==> src/shared/pliu_pkg.sv <==
// Purpose: Shared constants for the local interrupt and user I/O block.
// Assumes: 32-bit register words, byte enables active high.
// Notes:   Offsets are byte addresses inside each register space.
package pliu_pkg;

  // ----------------------------------------------------------------
  // Register offsets
  // ----------------------------------------------------------------
  localparam logic [7:0]  OFF_CMD_STAT     = 8'h04;  // Config space, command and status
  localparam logic [7:0]  OFF_INT_LINE_PIN = 8'h3C;  // Config space, interrupt line and pin
  localparam logic [7:0]  OFF_IRQ_CSR      = 8'h4C;  // Local space, interrupt control/status
  localparam logic [7:0]  OFF_MISC_CTRL    = 8'h50;  // Local space, user I/O control

  // ----------------------------------------------------------------
  // Interrupt control/status field positions
  // ----------------------------------------------------------------
  localparam int unsigned CSR_L1_EN   = 0;  // Local input 1 enable
  localparam int unsigned CSR_L1_POL  = 1;  // Local input 1 polarity, 1 = active high
  localparam int unsigned CSR_L1_STAT = 2;  // Local input 1 active
  localparam int unsigned CSR_L2_EN   = 3;  // Local input 2 enable
  localparam int unsigned CSR_L2_POL  = 4;  // Local input 2 polarity, 1 = active high
  localparam int unsigned CSR_L2_STAT = 5;  // Local input 2 active
  localparam int unsigned CSR_PCI_EN  = 6;  // Global enable of local sources
  localparam int unsigned CSR_SW_IRQ  = 7;  // Software interrupt, also its enable

  // ----------------------------------------------------------------
  // Command and status field positions
  // ----------------------------------------------------------------
  localparam int unsigned CMD_MEM      = 0;   // Memory space enable
  localparam int unsigned CMD_IO       = 1;   // I/O space enable
  localparam int unsigned CMD_PAR_RESP = 6;   // Parity error response
  localparam int unsigned CMD_SERR_EN  = 8;   // System error output enable
  localparam int unsigned STAT_SIG_SERR = 30; // System error signalled, write one to clear
  localparam int unsigned STAT_DET_PAR  = 31; // Parity error detected, write one to clear

  // ----------------------------------------------------------------
  // User I/O control layout and reset values
  // ----------------------------------------------------------------
  localparam int unsigned USER_PINS  = 4;   // Multiplexed pins
  localparam int unsigned USER_FLD_W = 3;   // Bits per pin
  localparam int unsigned USER_ALT   = 0;   // 1 = alternate function
  localparam int unsigned USER_DIR   = 1;   // 1 = output
  localparam int unsigned USER_DAT   = 2;   // Output value, or pin level when input
  localparam logic [11:0] CTRL_RESET = 12'h000;
  localparam logic [7:0]  CSR_RESET  = 8'h00;
  localparam logic [7:0]  INT_PIN_VAL = 8'h01;  // Interrupt pin A
  localparam logic [7:0]  INT_LINE_RESET = 8'h00;

endpackage : pliu_pkg

==> src/shared/pliu_irq_if.sv <==
// Purpose: Carries interrupt controls and status between register file and core.
// Assumes: Single clock domain.
// Notes:   Index 0 is local input 1, index 1 is local input 2.
`timescale 1ns/1ps
`default_nettype none
interface pliu_irq_if;
  logic [1:0] lint_en;     // Per-input enable
  logic [1:0] lint_pol;    // Per-input polarity
  logic       pci_irq_en;  // Global enable for local inputs
  logic       sw_irq;      // Software interrupt
  logic [1:0] lint_stat;   // Per-input active
  logic       inta_active; // Registered interrupt level

  // Register side drives controls
  modport ctrl (output lint_en, output lint_pol, output pci_irq_en, output sw_irq,
                input lint_stat, input inta_active);
  // Core side computes status and level
  modport core (input lint_en, input lint_pol, input pci_irq_en, input sw_irq,
                output lint_stat, output inta_active);
endinterface : pliu_irq_if
`default_nettype wire

==> src/verilog/pliu_irq_core.sv <==
// Purpose: Synchronises local interrupt inputs and forms the interrupt level.
// Assumes: Local inputs are asynchronous levels.
// Notes:   Status follows the pin regardless of enables.
`timescale 1ns/1ps
`default_nettype none
module pliu_irq_core (
  // Clock and reset
  input  wire logic       i_mclk,
  input  wire logic       i_rst,
  // Local interrupt pins
  input  wire logic [1:0] i_local_irq_in,
  // Controls and status
  pliu_irq_if.core        bus
);

  // ----------------------------------------------------------------
  // Input synchronisers
  // ----------------------------------------------------------------
  logic [1:0] sync_a;  // First stage, read only by second
  logic [1:0] sync_b;  // Second stage, safe to use
  logic       next_inta;

  genvar g;
  generate
    for (g = 0; g < 2; g++) begin : g_src
      // Two flops per pin against metastability
      always_ff @(posedge i_mclk) begin
        if (i_rst) begin
          sync_a[g] <= 1'b0;
          sync_b[g] <= 1'b0;
        end else begin
          sync_a[g] <= i_local_irq_in[g];
          sync_b[g] <= sync_a[g];
        end
      end
      // Level sensitive, polarity from the register
      assign bus.lint_stat[g] = ~(sync_b[g] ^ bus.lint_pol[g]);
    end
  endgenerate

  // ----------------------------------------------------------------
  // Interrupt level
  // ----------------------------------------------------------------
  // Enabled active sources OR together; software bit is its own enable
  always_comb begin
    next_inta = (bus.pci_irq_en & |(bus.lint_stat & bus.lint_en)) | bus.sw_irq;
  end

  // Registered so the pin never glitches while sources change
  always_ff @(posedge i_mclk) begin
    if (i_rst) begin
      bus.inta_active <= 1'b0;
    end else begin
      bus.inta_active <= next_inta;
    end
  end

  // ----------------------------------------------------------------
  // Checks
  // ----------------------------------------------------------------
  property p_inta_hold;
    @(posedge i_mclk) disable iff (i_rst)
      (bus.pci_irq_en && bus.lint_en[1] && bus.lint_stat[1]) |=> bus.inta_active;
  endproperty
  a_inta_hold: assert property (p_inta_hold) else $error("interrupt dropped while source active");

  property p_inta_clear;
    @(posedge i_mclk) disable iff (i_rst)
      (!bus.sw_irq && !(bus.pci_irq_en && |(bus.lint_en & bus.lint_stat))) |=> !bus.inta_active;
  endproperty
  a_inta_clear: assert property (p_inta_clear) else $error("interrupt held with no enabled cause");

  property p_sw_irq;
    @(posedge i_mclk) disable iff (i_rst)
      bus.sw_irq [*2] |-> bus.inta_active;
  endproperty
  a_sw_irq: assert property (p_sw_irq) else $error("software interrupt not asserted");

  property p_pol;
    @(posedge i_mclk) disable iff (i_rst)
      ($stable(bus.lint_pol) && !$past(i_rst, 2)) |->
        bus.lint_stat[1] == ($past(i_local_irq_in[1], 2) == bus.lint_pol[1]);
  endproperty
  a_pol: assert property (p_pol) else $error("input 2 status ignores polarity");

endmodule : pliu_irq_core
`default_nettype wire

==> src/verilog/pliu_top.sv <==
// Purpose: Interrupt, system error and user I/O pin logic of a bus target bridge.
// Assumes: One clock, synchronous active-high reset, same-clock register strobes.
// Notes:   Read data appears one cycle after the read strobe, with o_cfg_ack.
`timescale 1ns/1ps
`default_nettype none
// Overview of operation
// - Either local input can raise INTA
// - Per-input enable masks its contribution
// - Readable active status for each source
// - Software interrupt bit 7 raises INTA
// - INTA is a level while source active
// - Clearing enable or cause drops INTA
// - Level inputs, polarity bits 4 and 1
// - SERR pulse on parity error, bit 6
// - SERR only with command bit 8 set
// - User pins share wait, lock, selects
// - Control register picks function and direction
// - Reset selects user function on pins
// - Reset makes all user pins inputs
module pliu_top (
  // Clock and reset
  input  wire logic        i_mclk,
  input  wire logic        i_rst,
  // Register access
  input  wire logic        i_cfg_wr,
  input  wire logic        i_cfg_rd,
  input  wire logic        i_cfg_space,   // 0 config space, 1 local space
  input  wire logic [7:0]  i_cfg_addr,
  input  wire logic [3:0]  i_cfg_be,
  input  wire logic [31:0] i_cfg_wdata,
  output logic      [31:0] o_cfg_rdata,
  output logic             o_cfg_ack,
  // Interrupt pins
  input  wire logic [1:0]  i_local_irq_in,
  output logic             o_inta_n_out,
  output logic             o_inta_oe_n,
  // Parity errors and system error pin
  input  wire logic        i_addr_par_err,
  input  wire logic        i_data_par_err,
  output logic             o_serr_n_out,
  output logic             o_serr_oe_n,
  // Alternate pin functions
  input  wire logic        i_wait_out_n,
  input  wire logic        i_lock_out_n,
  input  wire logic        i_chip_select_two_n,
  input  wire logic        i_chip_select_three_n,
  // User pins
  input  wire logic [3:0]  i_user_in,
  output logic      [3:0]  o_user_out,
  output logic      [3:0]  o_user_oe_n
);

  // ----------------------------------------------------------------
  // Declarations
  // ----------------------------------------------------------------
  pliu_irq_if irq ();               // Link to interrupt core
  logic [1:0]  cmd_space;           // Memory and I/O enables
  logic        cmd_par_resp;        // Parity error response
  logic        cmd_serr_en;         // System error enable
  logic        stat_sig_serr;       // Sticky, serr signalled
  logic        stat_det_par;        // Sticky, parity error seen
  logic [7:0]  int_line;            // Software scratch for routing
  logic [7:0]  irq_ctrl_status_reg; // Whole written byte, status bits replaced on read
  logic [11:0] misc_control_reg;    // Three bits per user pin
  logic        serr_pulse;          // One-cycle system error
  logic        par_err;             // Any parity error this cycle
  logic [3:0]  user_a;              // Pin sync first stage
  logic [3:0]  user_b;              // Pin sync second stage
  logic [3:0]  alt_val;             // Alternate function levels
  logic [31:0] next_rdata;          // Read mux result
  logic [31:0] wmask;               // Byte enables widened
  logic        wr_cmd;
  logic        wr_line;
  logic        wr_csr;
  logic        wr_ctrl;

  // ----------------------------------------------------------------
  // Address decode
  // ----------------------------------------------------------------
  assign wmask   = {{8{i_cfg_be[3]}}, {8{i_cfg_be[2]}}, {8{i_cfg_be[1]}}, {8{i_cfg_be[0]}}};
  assign wr_cmd  = i_cfg_wr && !i_cfg_space && (i_cfg_addr == pliu_pkg::OFF_CMD_STAT);
  assign wr_line = i_cfg_wr && !i_cfg_space && (i_cfg_addr == pliu_pkg::OFF_INT_LINE_PIN);
  assign wr_csr  = i_cfg_wr && i_cfg_space && (i_cfg_addr == pliu_pkg::OFF_IRQ_CSR);
  assign wr_ctrl = i_cfg_wr && i_cfg_space && (i_cfg_addr == pliu_pkg::OFF_MISC_CTRL);
  assign par_err = i_addr_par_err | i_data_par_err;

  // ----------------------------------------------------------------
  // Command register
  // ----------------------------------------------------------------
  // Only the bits this block uses are stored; the rest read zero
  always_ff @(posedge i_mclk) begin
    if (i_rst) begin
      cmd_space    <= 2'b00;
      cmd_par_resp <= 1'b0;
      cmd_serr_en  <= 1'b0;
    end else if (wr_cmd) begin
      if (i_cfg_be[0]) begin
        cmd_space    <= i_cfg_wdata[pliu_pkg::CMD_IO:pliu_pkg::CMD_MEM];
        cmd_par_resp <= i_cfg_wdata[pliu_pkg::CMD_PAR_RESP];
      end
      if (i_cfg_be[1]) begin
        cmd_serr_en <= i_cfg_wdata[pliu_pkg::CMD_SERR_EN];
      end
    end
  end

  // ----------------------------------------------------------------
  // Error status, write one to clear
  // ----------------------------------------------------------------
  // Set wins over a clear in the same cycle so no error is lost
  always_ff @(posedge i_mclk) begin
    if (i_rst) begin
      stat_sig_serr <= 1'b0;
      stat_det_par  <= 1'b0;
    end else begin
      if (serr_pulse) begin
        stat_sig_serr <= 1'b1;
      end else if (wr_cmd && wmask[pliu_pkg::STAT_SIG_SERR] && i_cfg_wdata[pliu_pkg::STAT_SIG_SERR]) begin
        stat_sig_serr <= 1'b0;
      end
      if (par_err) begin
        stat_det_par <= 1'b1;
      end else if (wr_cmd && wmask[pliu_pkg::STAT_DET_PAR] && i_cfg_wdata[pliu_pkg::STAT_DET_PAR]) begin
        stat_det_par <= 1'b0;
      end
    end
  end

  // ----------------------------------------------------------------
  // System error pulse
  // ----------------------------------------------------------------
  // Needs both parity response and serr enable
  always_ff @(posedge i_mclk) begin
    if (i_rst) begin
      serr_pulse <= 1'b0;
    end else begin
      serr_pulse <= par_err && cmd_par_resp && cmd_serr_en;
    end
  end
  assign o_serr_n_out = 1'b0;          // Open drain, only ever pulls low
  assign o_serr_oe_n  = ~serr_pulse;

  // ----------------------------------------------------------------
  // Interrupt line and interrupt control registers
  // ----------------------------------------------------------------
  always_ff @(posedge i_mclk) begin
    if (i_rst) begin
      int_line            <= pliu_pkg::INT_LINE_RESET;
      irq_ctrl_status_reg <= pliu_pkg::CSR_RESET;
    end else begin
      if (wr_line && i_cfg_be[0]) begin
        int_line <= i_cfg_wdata[7:0];
      end
      if (wr_csr && i_cfg_be[0]) begin
        irq_ctrl_status_reg <= i_cfg_wdata[7:0];
      end
    end
  end

  // Controls into the core
  assign irq.lint_en    = {irq_ctrl_status_reg[pliu_pkg::CSR_L2_EN], irq_ctrl_status_reg[pliu_pkg::CSR_L1_EN]};
  assign irq.lint_pol   = {irq_ctrl_status_reg[pliu_pkg::CSR_L2_POL], irq_ctrl_status_reg[pliu_pkg::CSR_L1_POL]};
  assign irq.pci_irq_en = irq_ctrl_status_reg[pliu_pkg::CSR_PCI_EN];
  assign irq.sw_irq     = irq_ctrl_status_reg[pliu_pkg::CSR_SW_IRQ];

  // Interrupt core
  pliu_irq_core u_core (
    .i_mclk         (i_mclk),
    .i_rst          (i_rst),
    .i_local_irq_in (i_local_irq_in),
    .bus            (irq.core)
  );

  // Open drain interrupt pin, enable low while pulling
  assign o_inta_n_out = 1'b0;
  assign o_inta_oe_n  = ~irq.inta_active;

  // ----------------------------------------------------------------
  // User I/O control register
  // ----------------------------------------------------------------
  // Reset value selects user function, input direction
  always_ff @(posedge i_mclk) begin
    if (i_rst) begin
      misc_control_reg <= pliu_pkg::CTRL_RESET;
    end else if (wr_ctrl) begin
      if (i_cfg_be[0]) begin
        misc_control_reg[7:0] <= i_cfg_wdata[7:0];
      end
      if (i_cfg_be[1]) begin
        misc_control_reg[11:8] <= i_cfg_wdata[11:8];
      end
    end
  end

  // ----------------------------------------------------------------
  // User pins
  // ----------------------------------------------------------------
  // Pin order: wait, lock, select two, select three
  assign alt_val = {i_chip_select_three_n, i_chip_select_two_n, i_lock_out_n, i_wait_out_n};

  genvar p;
  generate
    for (p = 0; p < 4; p++) begin : g_pin
      // Input synchroniser; unused inputs need a pull outside
      always_ff @(posedge i_mclk) begin
        if (i_rst) begin
          user_a[p] <= 1'b0;
          user_b[p] <= 1'b0;
        end else begin
          user_a[p] <= i_user_in[p];
          user_b[p] <= user_a[p];
        end
      end
      // Driver: alternate always drives, user follows direction bit
      always_ff @(posedge i_mclk) begin
        if (i_rst) begin
          o_user_out[p]  <= 1'b0;
          o_user_oe_n[p] <= 1'b1;
        end else if (misc_control_reg[p*3 + pliu_pkg::USER_ALT]) begin
          o_user_out[p]  <= alt_val[p];
          o_user_oe_n[p] <= 1'b0;
        end else begin
          o_user_out[p]  <= misc_control_reg[p*3 + pliu_pkg::USER_DAT];
          o_user_oe_n[p] <= ~misc_control_reg[p*3 + pliu_pkg::USER_DIR];
        end
      end
    end
  endgenerate

  // ----------------------------------------------------------------
  // Read path
  // ----------------------------------------------------------------
  // Unmapped offsets read zero; input pins show their level
  always_comb begin
    next_rdata = 32'h0000_0000;
    if (!i_cfg_space && i_cfg_addr == pliu_pkg::OFF_CMD_STAT) begin
      next_rdata[pliu_pkg::CMD_IO:pliu_pkg::CMD_MEM] = cmd_space;
      next_rdata[pliu_pkg::CMD_PAR_RESP]  = cmd_par_resp;
      next_rdata[pliu_pkg::CMD_SERR_EN]   = cmd_serr_en;
      next_rdata[pliu_pkg::STAT_SIG_SERR] = stat_sig_serr;
      next_rdata[pliu_pkg::STAT_DET_PAR]  = stat_det_par;
    end else if (!i_cfg_space && i_cfg_addr == pliu_pkg::OFF_INT_LINE_PIN) begin
      next_rdata[15:0] = {pliu_pkg::INT_PIN_VAL, int_line};
    end else if (i_cfg_space && i_cfg_addr == pliu_pkg::OFF_IRQ_CSR) begin
      next_rdata[7:0] = irq_ctrl_status_reg;
      next_rdata[pliu_pkg::CSR_L1_STAT] = irq.lint_stat[0];
      next_rdata[pliu_pkg::CSR_L2_STAT] = irq.lint_stat[1];
    end else if (i_cfg_space && i_cfg_addr == pliu_pkg::OFF_MISC_CTRL) begin
      next_rdata[11:0] = misc_control_reg;
      for (int k = 0; k < 4; k++) begin
        if (!misc_control_reg[k*3 + pliu_pkg::USER_DIR]) begin
          next_rdata[k*3 + pliu_pkg::USER_DAT] = user_b[k];
        end
      end
    end
  end

  // Answer one cycle after the read strobe
  always_ff @(posedge i_mclk) begin
    if (i_rst) begin
      o_cfg_rdata <= 32'h0000_0000;
      o_cfg_ack   <= 1'b0;
    end else begin
      o_cfg_ack <= i_cfg_rd | i_cfg_wr;
      if (i_cfg_rd) begin
        o_cfg_rdata <= next_rdata;
      end
    end
  end

  // ----------------------------------------------------------------
  // Checks
  // ----------------------------------------------------------------
  property p_serr_fire;
    @(posedge i_mclk) disable iff (i_rst)
      (par_err && cmd_par_resp && cmd_serr_en) |=> !o_serr_oe_n ##1 (o_serr_oe_n || $past(par_err));
  endproperty
  a_serr_fire: assert property (p_serr_fire) else $error("system error pulse missing or stretched");

  property p_serr_gate;
    @(posedge i_mclk) disable iff (i_rst)
      (!cmd_serr_en || !cmd_par_resp) |=> o_serr_oe_n;
  endproperty
  a_serr_gate: assert property (p_serr_gate) else $error("system error driven while disabled");

  property p_alt_wait;
    @(posedge i_mclk) disable iff (i_rst)
      misc_control_reg[pliu_pkg::USER_ALT] |=> (!o_user_oe_n[0] && o_user_out[0] == $past(i_wait_out_n));
  endproperty
  a_alt_wait: assert property (p_alt_wait) else $error("pin 0 does not carry wait output");

  property p_dir_in;
    @(posedge i_mclk) disable iff (i_rst)
      (!misc_control_reg[3 + pliu_pkg::USER_ALT] && !misc_control_reg[3 + pliu_pkg::USER_DIR]) |=> o_user_oe_n[1];
  endproperty
  a_dir_in: assert property (p_dir_in) else $error("pin 1 driven while set as input");

  property p_reset_fn;
    @(posedge i_mclk) disable iff (i_rst)
      $fell(i_rst) |-> (misc_control_reg == pliu_pkg::CTRL_RESET);
  endproperty
  a_reset_fn: assert property (p_reset_fn) else $error("pin function not user after reset");

  property p_reset_dir;
    @(posedge i_mclk) disable iff (i_rst)
      $fell(i_rst) |-> (o_user_oe_n == 4'hF) [*2];
  endproperty
  a_reset_dir: assert property (p_reset_dir) else $error("user pin driven after reset");

endmodule : pliu_top
`default_nettype wire

==> config.mk <==
export PLATFORM = sky130hd
export DESIGN_NAME = pliu_top
export DESIGN_NICKNAME = d
export VERILOG_FILES = /design/src/shared/pliu_pkg.sv /design/src/shared/pliu_irq_if.sv /design/src/verilog/pliu_irq_core.sv /design/src/verilog/pliu_top.sv
export SDC_FILE = /design/constraint.sdc
export NUM_CORES = 1
export LEC_CHECK = 0
export BUFFER_PORTS_ARGS = -buffer_cell sky130_fd_sc_hd__buf_2
export CAP_MARGIN = 0
export CORE_MARGIN = 1.5
export CORE_UTILIZATION = 40
export CTS_CLUSTER_DIAMETER = 60
export DETAILED_ROUTE_END_ITERATION = 16
export GPL_TIMING_DRIVEN = 0
export PLACE_DENSITY = 0.67
export REMOVE_ABC_BUFFERS = 1
export SYNTH_ARGS = -nofsm -noshare
export SYNTH_HDL_FRONTEND = slang
export SYNTH_SLANG_ARGS = --single-unit
export TNS_END_PERCENT = 10
==> constraint.sdc <==
create_clock -name i_mclk -period 2.3 [get_ports i_mclk]
set_input_delay 0.115 -clock i_mclk [delete_from_list [all_inputs] [get_ports i_mclk]]
set_output_delay 0.115 -clock i_mclk [all_outputs]
set_load 0.03 [all_outputs]
==> results of run 1 <==
## layout make-up
| class | count | share of cell area, % |
|---|---|---|
| clock buffers | 12 | 4.20 |
| clock inverters | 4 | 1.38 |
| repair buffers | 71 | 11.0 |
| inverters | 4 | 0.435 |
| well taps | 96 | 3.48 |
| multi-input cells | 212 | 39.5 |
| flip-flops and latches | 69 | 40.0 |
## kinds of logic after synthesis
family / share of synthesized area [%]
compound gates: 11.3
xor+xnor: 0.604
buf+inv: 7.94
flops: 47.6
mux: 12.9
other cells: 0.129
simple gates: 19.5
## worst max-delay path, delay by kind of cell
family                 cells  cell delay, ps
buffers and inverters      1             100
AND/OR/NAND/NOR            3            1680
multiplexers               1             280
## what timing repair did
action                                 CTS  global route
resized for setup                        1             0
endpoints found under the hold margin    5             0
setup endpoints to repair                3             0
hold buffers                             5             0
## per-layer routing
metal  wire length [um]  share of wire [%]  track usage [%]
met1               2950                 47             22.9
met3                305                4.8             3.49
met4                156                2.5             8.81
met2               2890                 46             25.9
met5                  0                  0                0
## per-stage QoR
| step | worst slack, ps | power [W] | util, % |
|---|---|---|---|
| 2_1_floorplan | 368 | 0.00132 | - |
| 3_3_place_gp | -379 | 0.00140 | 46.4 |
| 3_5_place_dp | -385 | 0.00141 | 46.4 |
| 4_1_cts | 338 | 0.00236 | 50.0 |
| 5_1_grt | 192 | 0.00244 | 50.0 |
| 6_report | 309 | 0.00235 | 50.0 |
## placed cells by master (no fill, tap or decap), drive strengths merged, types with 7 or more instances in the layout
cell,instances
a21oi,16
buf,66
clkbuf,12
conb,20
dfxtp,69
mux2i,34
nand2,10
nand3,7
nor2,39
nor2b,15
o21ai,21
## path summary, 6_finish.rpt
check                      startpoint                   to  slack (ps)  depth (start not counted)
hold reg to reg             user_a[0]            user_b[0]         440                          1
hold / removal           i_lock_out_n        o_user_out[1]           7                          3
setup / recovery        i_cfg_addr[1]  misc_control_reg[3]         310                          5
setup reg to reg  misc_control_reg[4]       o_cfg_rdata[5]        1070                          3
## report_power, final
group,internal (W),switching (W),leakage [nW]
Clock,0.000527,0.000434,0.0964
Combinational,0.0000556,0.000121,0.640
Sequential,0.00121,0.00000353,0.559
==> qor.csv, run 1 <==
metric,value,unit
outcome,"finished, final reports clean",
detail-routed net length per standard cell,13.5,um
Nets,428,
clock skew after layout,8.43,ps
part of the Yosys area used for sequential elements,47.6,%
area used by multi-input combinational logic,0.00137,mm2
most numerous cell in the Yosys netlist,sky130_fd_sc_hd__dfxtp_1,
number of inserted diodes,0,
startpoint type of the worst setup path,input pin,
number of sinks on the clock net,69,
required time of the worst setup path,2490,ps
post-DR vias/cell,4.80,
number of global-route vias before repair,2033,
cell type with the highest aggregate area in the netlist,sky130_fd_sc_hd__dfxtp_1,
Setup Crit Path Kind,input pin to flop,
Post-Syn Area,0.00290,mm2
residual DRC count,0,
Final Hold Violating Endpoints,0,
final number of max-transition violations,0,
port bufs,66,
post-route non-filler standard cell count,468,
die outline height,88.2,um
max_cap viols,0,
pwr dens,680,mW/mm2
first-pass iteration count of the detailed router,4,
total routed wirelength,6.31,mm
Final Cell Area,0.00345,mm2
worst-case clock buffer depth,2,
last weighted congestion value of the routability-driven placer,0.801,
Post-DP HPWL,4.30,mm
Yosys warning total,0,
gr usage total,17.0,%
worst endpoint data arrival time,2180,ps
cell types occupying the most area after synthesis,"sky130_fd_sc_hd__dfxtp_1 48%, sky130_fd_sc_hd__mux2i_1 12%, sky130_fd_sc_hd__buf_4 5.4%",
type of destination of the critical path,flop,
max frequency,0.502,GHz
area of the core,0.00691,mm2
pin count of the biggest net entering global routing,63,
critical-path maximum fanout,9,
Netlist cell types,39,
flip-flop count of the largest register after layout,14,
area post-placement,0.00321,mm2
number of H-tree branching levels,3,
Fill cells,681,
Initial Util,42.0,%
instance count after placement with tap cells included,447,
clock insertion delay at the later pin of the skew report,340,ps
overall die area,0.00777,mm2
total clock buffers created by CTS,9,
Max transition margin,13.2,%
root buffer cell,sky130_fd_sc_hd__clkbuf_8,
"top cells by count, synth","69 x sky130_fd_sc_hd__dfxtp_1, 39 x sky130_fd_sc_hd__nor2_1, 34 x sky130_fd_sc_hd__mux2i_1, 21 x sky130_fd_sc_hd__buf_4, 21 x sky130_fd_sc_hd__o21ai_0",
wire length of the first global-routing pass,9.96,mm
Slew @ Worst Pin,1290,ps
"Largest stage delay, worst path",860,ps
total I/O pin count,106,
Final Cycle Share,86.6,%
Via Count,2247,
fraction of layout instances using a drive strength above 1,24.7,%
final antenna-violating net count,0,
static leakage,1.30,nW
CTS tree,built,
DRC marker count from the first detailed-route iteration,137,
Worst Hold Class,input pin to flop,
clock slew at reported path FFs,70,ps
Sequential cell area,0.00138,mm2
highest-delay cell along the critical path,sky130_fd_sc_hd__nor4_4,
Post-Syn Area per Cell,9.67,um2
count of flip-flops with a built-in enable after synthesis,0,
async set or reset register ratio after synthesis,0,%
Post-CTS Repair Setup Buffers,0,
total of endpoints with negative setup slack in the final report,0,
setup tns final,0,ps
crit-path cells,buf_2 -> or4_1 -> nor4_4 -> mux2i_1 -> nor2_1,
area share of the largest cell type after synthesis,47.6,%
most instantiated flip-flop cell in the synthesis netlist,sky130_fd_sc_hd__dfxtp_1,
growth of design area from synthesis to finish,19.1,%
number of standard-cell rows in the floorplan,30,
min cycle time layout,1990,ps
antenna violations before repair,0,
Max VDD drop,0.000226,V
setup repair after global routing missed its margin,false,
synthesized flop and latch total,69,
remaining global-route overflow,0,
horizontal die dimension,88.2,um
tightest hold margin,6.54,ps
cell count after synthesis,300,
Power figures use the tool's default switching activity.
==> inputs of run 2 (changes only) <==
Settings changed: HOLD_SLACK_MARGIN set to 0.1.
Clock period 2.3 ns to 2 ns, I/O delays scaled along.
==> qor.csv, run 2 (synthesis gave the netlist of run 1 again) <==
metric,value,unit
outcome,"finished, final reports clean",
Final Cell Area,0.00368,mm2
Via Count,2347,
area post-placement,0.00321,mm2
family with the most delay on the worst path,simple AND/OR/NAND/NOR gates,
required time of the worst setup path,2250,ps
die outline height,88.2,um
CTS tree,built,
static leakage,1.39,nW
total routed wirelength,6.54,mm
final antenna-violating net count,0,
clock skew after layout,6.38,ps
area of the core,0.00691,mm2
number of inserted diodes,0,
crit-path cells,buf_2 -> or4_1 -> nor3_2 -> a2bb2oi_1 -> o22ai_1,
pin count of the biggest net entering global routing,63,
"Largest stage delay, worst path",790,ps
residual DRC count,0,
setup repair after global routing missed its margin,true,
Max VDD drop,0.000261,V
highest-delay cell along the critical path,sky130_fd_sc_hd__nor3_2,
flip-flop count of the largest register after layout,14,
Post-DP HPWL,4.30,mm
min cycle time layout,1880,ps
startpoint type of the worst setup path,input pin,
max_cap viols,0,
Final Hold Violating Endpoints,0,
type of destination of the critical path,flop,
number of standard-cell rows in the floorplan,30,
worst-case clock buffer depth,2,
total of endpoints with negative setup slack in the final report,0,
number of global-route vias before repair,2116,
gr usage total,17.5,%
growth of design area from synthesis to finish,26.8,%
antenna violations before repair,0,
WP buf/inv,1,
Nets,449,
last weighted congestion value of the routability-driven placer,0.801,
post-DR vias/cell,4.80,
overall die area,0.00777,mm2
port bufs,66,
fraction of layout instances using a drive strength above 1,23.7,%
Fill cells,657,
final worst setup slack,115,ps
Worst Hold Class,input pin to flop,
horizontal die dimension,88.2,um
area used by multi-input combinational logic,0.00138,mm2
worst endpoint data arrival time,2130,ps
final number of max-transition violations,0,
clock insertion delay at the later pin of the skew report,340,ps
total clock buffers created by CTS,9,
wire length of the first global-routing pass,10.2,mm
Max transition margin,27.2,%
total I/O pin count,106,
most common library cell in the layout ignoring fill and taps,sky130_fd_sc_hd__dfxtp_1,
clock slew at reported path FFs,70,ps
first-pass iteration count of the detailed router,4,
max frequency,0.531,GHz
remaining global-route overflow,0,
highest-count cells in the layout ignoring fill and taps,"69 x sky130_fd_sc_hd__dfxtp_1, 66 x sky130_fd_sc_hd__buf_2, 39 x sky130_fd_sc_hd__nor2_1",
setup slack at placement,-670,ps
detail-routed net length per standard cell,13.4,um
Setup Crit Path Kind,input pin to flop,
root buffer cell,sky130_fd_sc_hd__clkbuf_8,
Final Cycle Share,94.2,%
Slew @ Worst Pin,1090,ps
Initial Util,42.0,%
critical-path maximum fanout,11,
final core utilization,53.3,%
Sequential cell area,0.00138,mm2
DRC marker count from the first detailed-route iteration,143,
number of H-tree branching levels,3,
tightest hold margin,145,ps
pwr dens,742,mW/mm2
number of sinks on the clock net,69,
[run 2: worst min-delay path, delay by kind of cell]
kind	cells	cell delay [ps]
simple gates	1	60
buf+inv	1	80
compound gates	2	200
[run 2: per-layer routing]
| layer | up-vias | GRT usage (%) | part of all wire, % | wire [um] |
|---|---|---|---|---|
| met5 | - | 0 | 0 | 0 |
| met4 | 0 | 8.81 | 2.3 | 150 |
| met3 | 15 | 3.39 | 6.1 | 401 |
| met2 | 88 | 27.4 | 46 | 3040 |
| met1 | 1060 | 23.1 | 45 | 2950 |
| li1 | 1184 | - | - | - |
[run 2: through the flow]
| step | setup TNS (ps) | total power, W | std cells |
|---|---|---|---|
| final | 0 | 0.00273 | 489 |
| after global routing | -14.2 | 0.00284 | 489 |
| after CTS | 0 | 0.00275 | 489 |
| after detailed placement | -10340 | 0.00162 | 447 |
| after global placement | -9890 | 0.00162 | 447 |
| after floorplan | 0 | 0.00152 | 285 |
[run 2: worst paths after layout]
kind / cells after the start / endpoint / slack [ps] / start
worst min-delay path: 4 / stat_sig_serr / 150 / i_cfg_wdata[30]
worst max register to register: 3 / o_cfg_rdata[5] / 760 / misc_control_reg[4]
worst min register to register: 1 / user_b[0] / 440 / user_a[0]
worst max-delay path: 5 / o_cfg_rdata[1] / 120 / i_cfg_addr[1]
[run 2: final cells by class]
class | count | area share, %
Multi-Input combinational cell | 212 | 37.5
Tap cell | 96 | 3.27
Clock buffer | 12 | 3.95
Sequential cell | 69 | 37.6
Inverter | 4 | 0.408
Clock inverter | 4 | 1.29
Timing Repair Buffer | 92 | 16.1
[run 2: repair_timing]
| action | CTS | global route |
|---|---|---|
| setup endpoints to repair | 11 | 13 |
| setup buffers | 0 | 0 |
| resized for setup | 1 | 2 |
| endpoints found under the hold margin | 42 | 0 |
| hold buffers | 26 | 0 |
| pin swaps | 0 | 1 |
[run 2: power by group]
part           total, W  internal [W]  switching, W
combinational  0.000237     0.0000908      0.000146
sequential      0.00139       0.00139    0.00000402
clock           0.00110      0.000606      0.000496
==> inputs of run 3 (changes only) <==
Settings changed: HOLD_SLACK_MARGIN 0.1 to 0.12, SYNTH_HIERARCHICAL set to 1.
==> qor.csv, run 3 <==
metric,value,unit
amount of wire on met2 after detailed routing,3.03,mm
wire length of the first global-routing pass,10.5,mm
gr usage total,17.9,%
clock slew at reported path FFs,70,ps
highest-count cells in the layout ignoring fill and taps,"69 x sky130_fd_sc_hd__dfxtp_1, 66 x sky130_fd_sc_hd__buf_2, 44 x sky130_fd_sc_hd__nor2_1",
Initial Util,40.8,%
overall die area,0.00785,mm2
Worst Hold Class,input pin to flop,
root buffer cell,sky130_fd_sc_hd__clkbuf_8,
Nets,460,
DRC marker count from the first detailed-route iteration,167,
setup tns final,0,ps
Setup Crit Path Kind,input pin to flop,
min cycle time layout,1780,ps
setup repair after global routing missed its margin,false,
fraction of layout instances using a drive strength above 1,22.6,%
startpoint type of the worst setup path,input pin,
area of the core,0.00718,mm2
pwr dens,734,mW/mm2
Slew @ Worst Pin,1150,ps
flip-flop count of the largest register after layout,14,
Met1 Wirelength,3.02,mm
"top cells by count, synth","69 x sky130_fd_sc_hd__dfxtp_1, 44 x sky130_fd_sc_hd__nor2_1, 33 x sky130_fd_sc_hd__mux2i_1, 20 x sky130_fd_sc_hd__buf_4, 19 x sky130_fd_sc_hd__a21oi_1",
hold_buf cts,28,
combinational fraction of design power,9.6,%
net switching power of the design,0.000637,W
cell type with the highest aggregate area in the netlist,sky130_fd_sc_hd__dfxtp_1,
instance count after placement with tap cells included,459,
post-DR vias/cell,4.87,
growth of design area from synthesis to finish,27.0,%
Yosys warning total,6,
Post-Syn Area per Cell,9.48,um2
clock insertion delay at the later pin of the skew report,340,ps
final antenna-violating net count,0,
final worst setup slack,217,ps
detailed-routed wire length on met3,328,um
max frequency,0.561,GHz
first-pass iteration count of the detailed router,4,
area used by multi-input combinational logic,0.00140,mm2
remaining global-route overflow,0,
number of sinks on the clock net,69,
CTS tree,built,
Post-Syn Area,0.00293,mm2
cell types occupying the most area after synthesis,"sky130_fd_sc_hd__dfxtp_1 47%, sky130_fd_sc_hd__mux2i_1 11%, sky130_fd_sc_hd__nor2_1 5.6%",
worst-case clock buffer depth,2,
area share of the largest cell type after synthesis,47.1,%
number of inserted diodes,0,
Final Cycle Share,89.2,%
async set or reset register ratio after synthesis,0,%
Switching Share,23.3,%
antenna violations before repair,0,
number of global-route vias before repair,2356,
final core utilization,51.9,%
R2R setup slack,900,ps
part of the Yosys area used for sequential elements,47.1,%
Sequential cell area,0.00138,mm2
worst endpoint data arrival time,2020,ps
required time of the worst setup path,2230,ps
total clock buffers created by CTS,9,
port bufs,66,
Final Cell Area,0.00372,mm2
outcome,"finished, final reports clean",
horizontal die dimension,88.6,um
Via Count,2438,
synthesized flop and latch total,69,
total I/O pin count,106,
number of standard-cell rows in the floorplan,31,
type of destination of the critical path,flop,
part of the total power dissipated in sequential elements,51.2,%
Internal Power,0.00209,W
last weighted congestion value of the routability-driven placer,0.755,
final number of max-transition violations,0,
cell count after synthesis,309,
clock skew after layout,5.86,ps
count of flip-flops with a built-in enable after synthesis,0,
uppermost layer routed,met4,
setup slack at placement,-157,ps
most common library cell in the layout ignoring fill and taps,sky130_fd_sc_hd__dfxtp_1,
Final Hold Violating Endpoints,0,
Max transition margin,23.4,%
area post-placement,0.00326,mm2
clock share of power,39.2,%
Max VDD drop,0.000503,V
static leakage,1.56,nW
Fill cells,677,
die outline height,88.6,um
detail-routed net length per standard cell,13.0,um
Netlist cell types,45,
number of H-tree branching levels,3,
total routed wirelength,6.52,mm
max_cap viols,0,
post-cts gate resize count,0,
total of endpoints with negative setup slack in the final report,0,
critical-path maximum fanout,10,
post-route non-filler standard cell count,501,
most numerous cell in the Yosys netlist,sky130_fd_sc_hd__dfxtp_1,
pin count of the biggest net entering global routing,68,
most instantiated flip-flop cell in the synthesis netlist,sky130_fd_sc_hd__dfxtp_1,
Post-DP HPWL,4.27,mm
Post-CTS Repair Setup Buffers,0,
residual DRC count,0,
-- run 3: cell types whose count changed in the layout (fill, tap and decap cells not counted), sizes merged, moves of 3 or more --
| cell | change |
|---|---|
| nand4bb | -3 |
| nor2b | -3 |
| a21oi | +3 |
| and2 | +3 |
| o21bai | +5 |
| o31ai | +3 |
| o41ai | +3 |
| o21ai | -14 |
| nand2 | +3 |
| nor2 | +5 |
-- run 3: area by class of cell --
cell class / instances / area share [%]
Tap cell: 99 / 3.33
Sequential cell: 69 / 37.1
Clock inverter: 2 / 0.941
Multi-Input combinational cell: 218 / 37.5
Timing Repair Buffer: 95 / 16.6
Clock buffer: 12 / 3.90
Inverter: 6 / 0.605
-- run 3: cells by family after synthesis --
logic type             synth area share [%]
AO/OA/AOI/OAI                          12.3
XOR/XNOR                              0.854
buffers and inverters                  8.11
flip-flops                             47.1
multiplexers                           11.7
other                                 0.128
AND/OR/NAND/NOR                        19.9
-- run 3: critical path, cell delays in order --
cell and delay (ps):
sky130_fd_sc_hd__buf_2 100, sky130_fd_sc_hd__or4_4 620, sky130_fd_sc_hd__nor3_1 740, sky130_fd_sc_hd__nor3b_1 170, sky130_fd_sc_hd__a32o_1 280
-- run 3: worst paths after layout --
path,cells past startpoint,endpoint,start
worst min register to register,1,u_core/sync_b[0],u_core/sync_a[0]
worst max-delay path,5,o_cfg_rdata[5],i_cfg_addr[3]
worst min-delay path,3,stat_sig_serr,i_cfg_be[3]
worst max register to register,3,o_cfg_rdata[5],misc_control_reg[4]
-- run 3: power by group through the flow --
stage,sequential [W],combinational (W),clock (W)
after global routing,0.00140,0.000288,0.00116
after global placement,0.00143,0.000214,0
after CTS,0.00140,0.000261,0.00110
after floorplan,0.00144,0.000111,0
after detailed placement,0.00143,0.000218,0
final,0.00140,0.000262,0.00107
-- run 3: per-stage QoR --
stage / power, W / hold slack (ps)
after floorplan: 0.00155 / 169
after global placement: 0.00164 / 308
after detailed placement: 0.00165 / 314
after CTS: 0.00276 / 121
after global routing: 0.00285 / 136
final: 0.00273 / 144
-- run 3: layer usage --
layer	up-vias	global-route usage, %
met1	1131	20.3
met2	75	30.5
li1	1219	-
met4	0	8.38
met3	13	5.97
met5	-	0
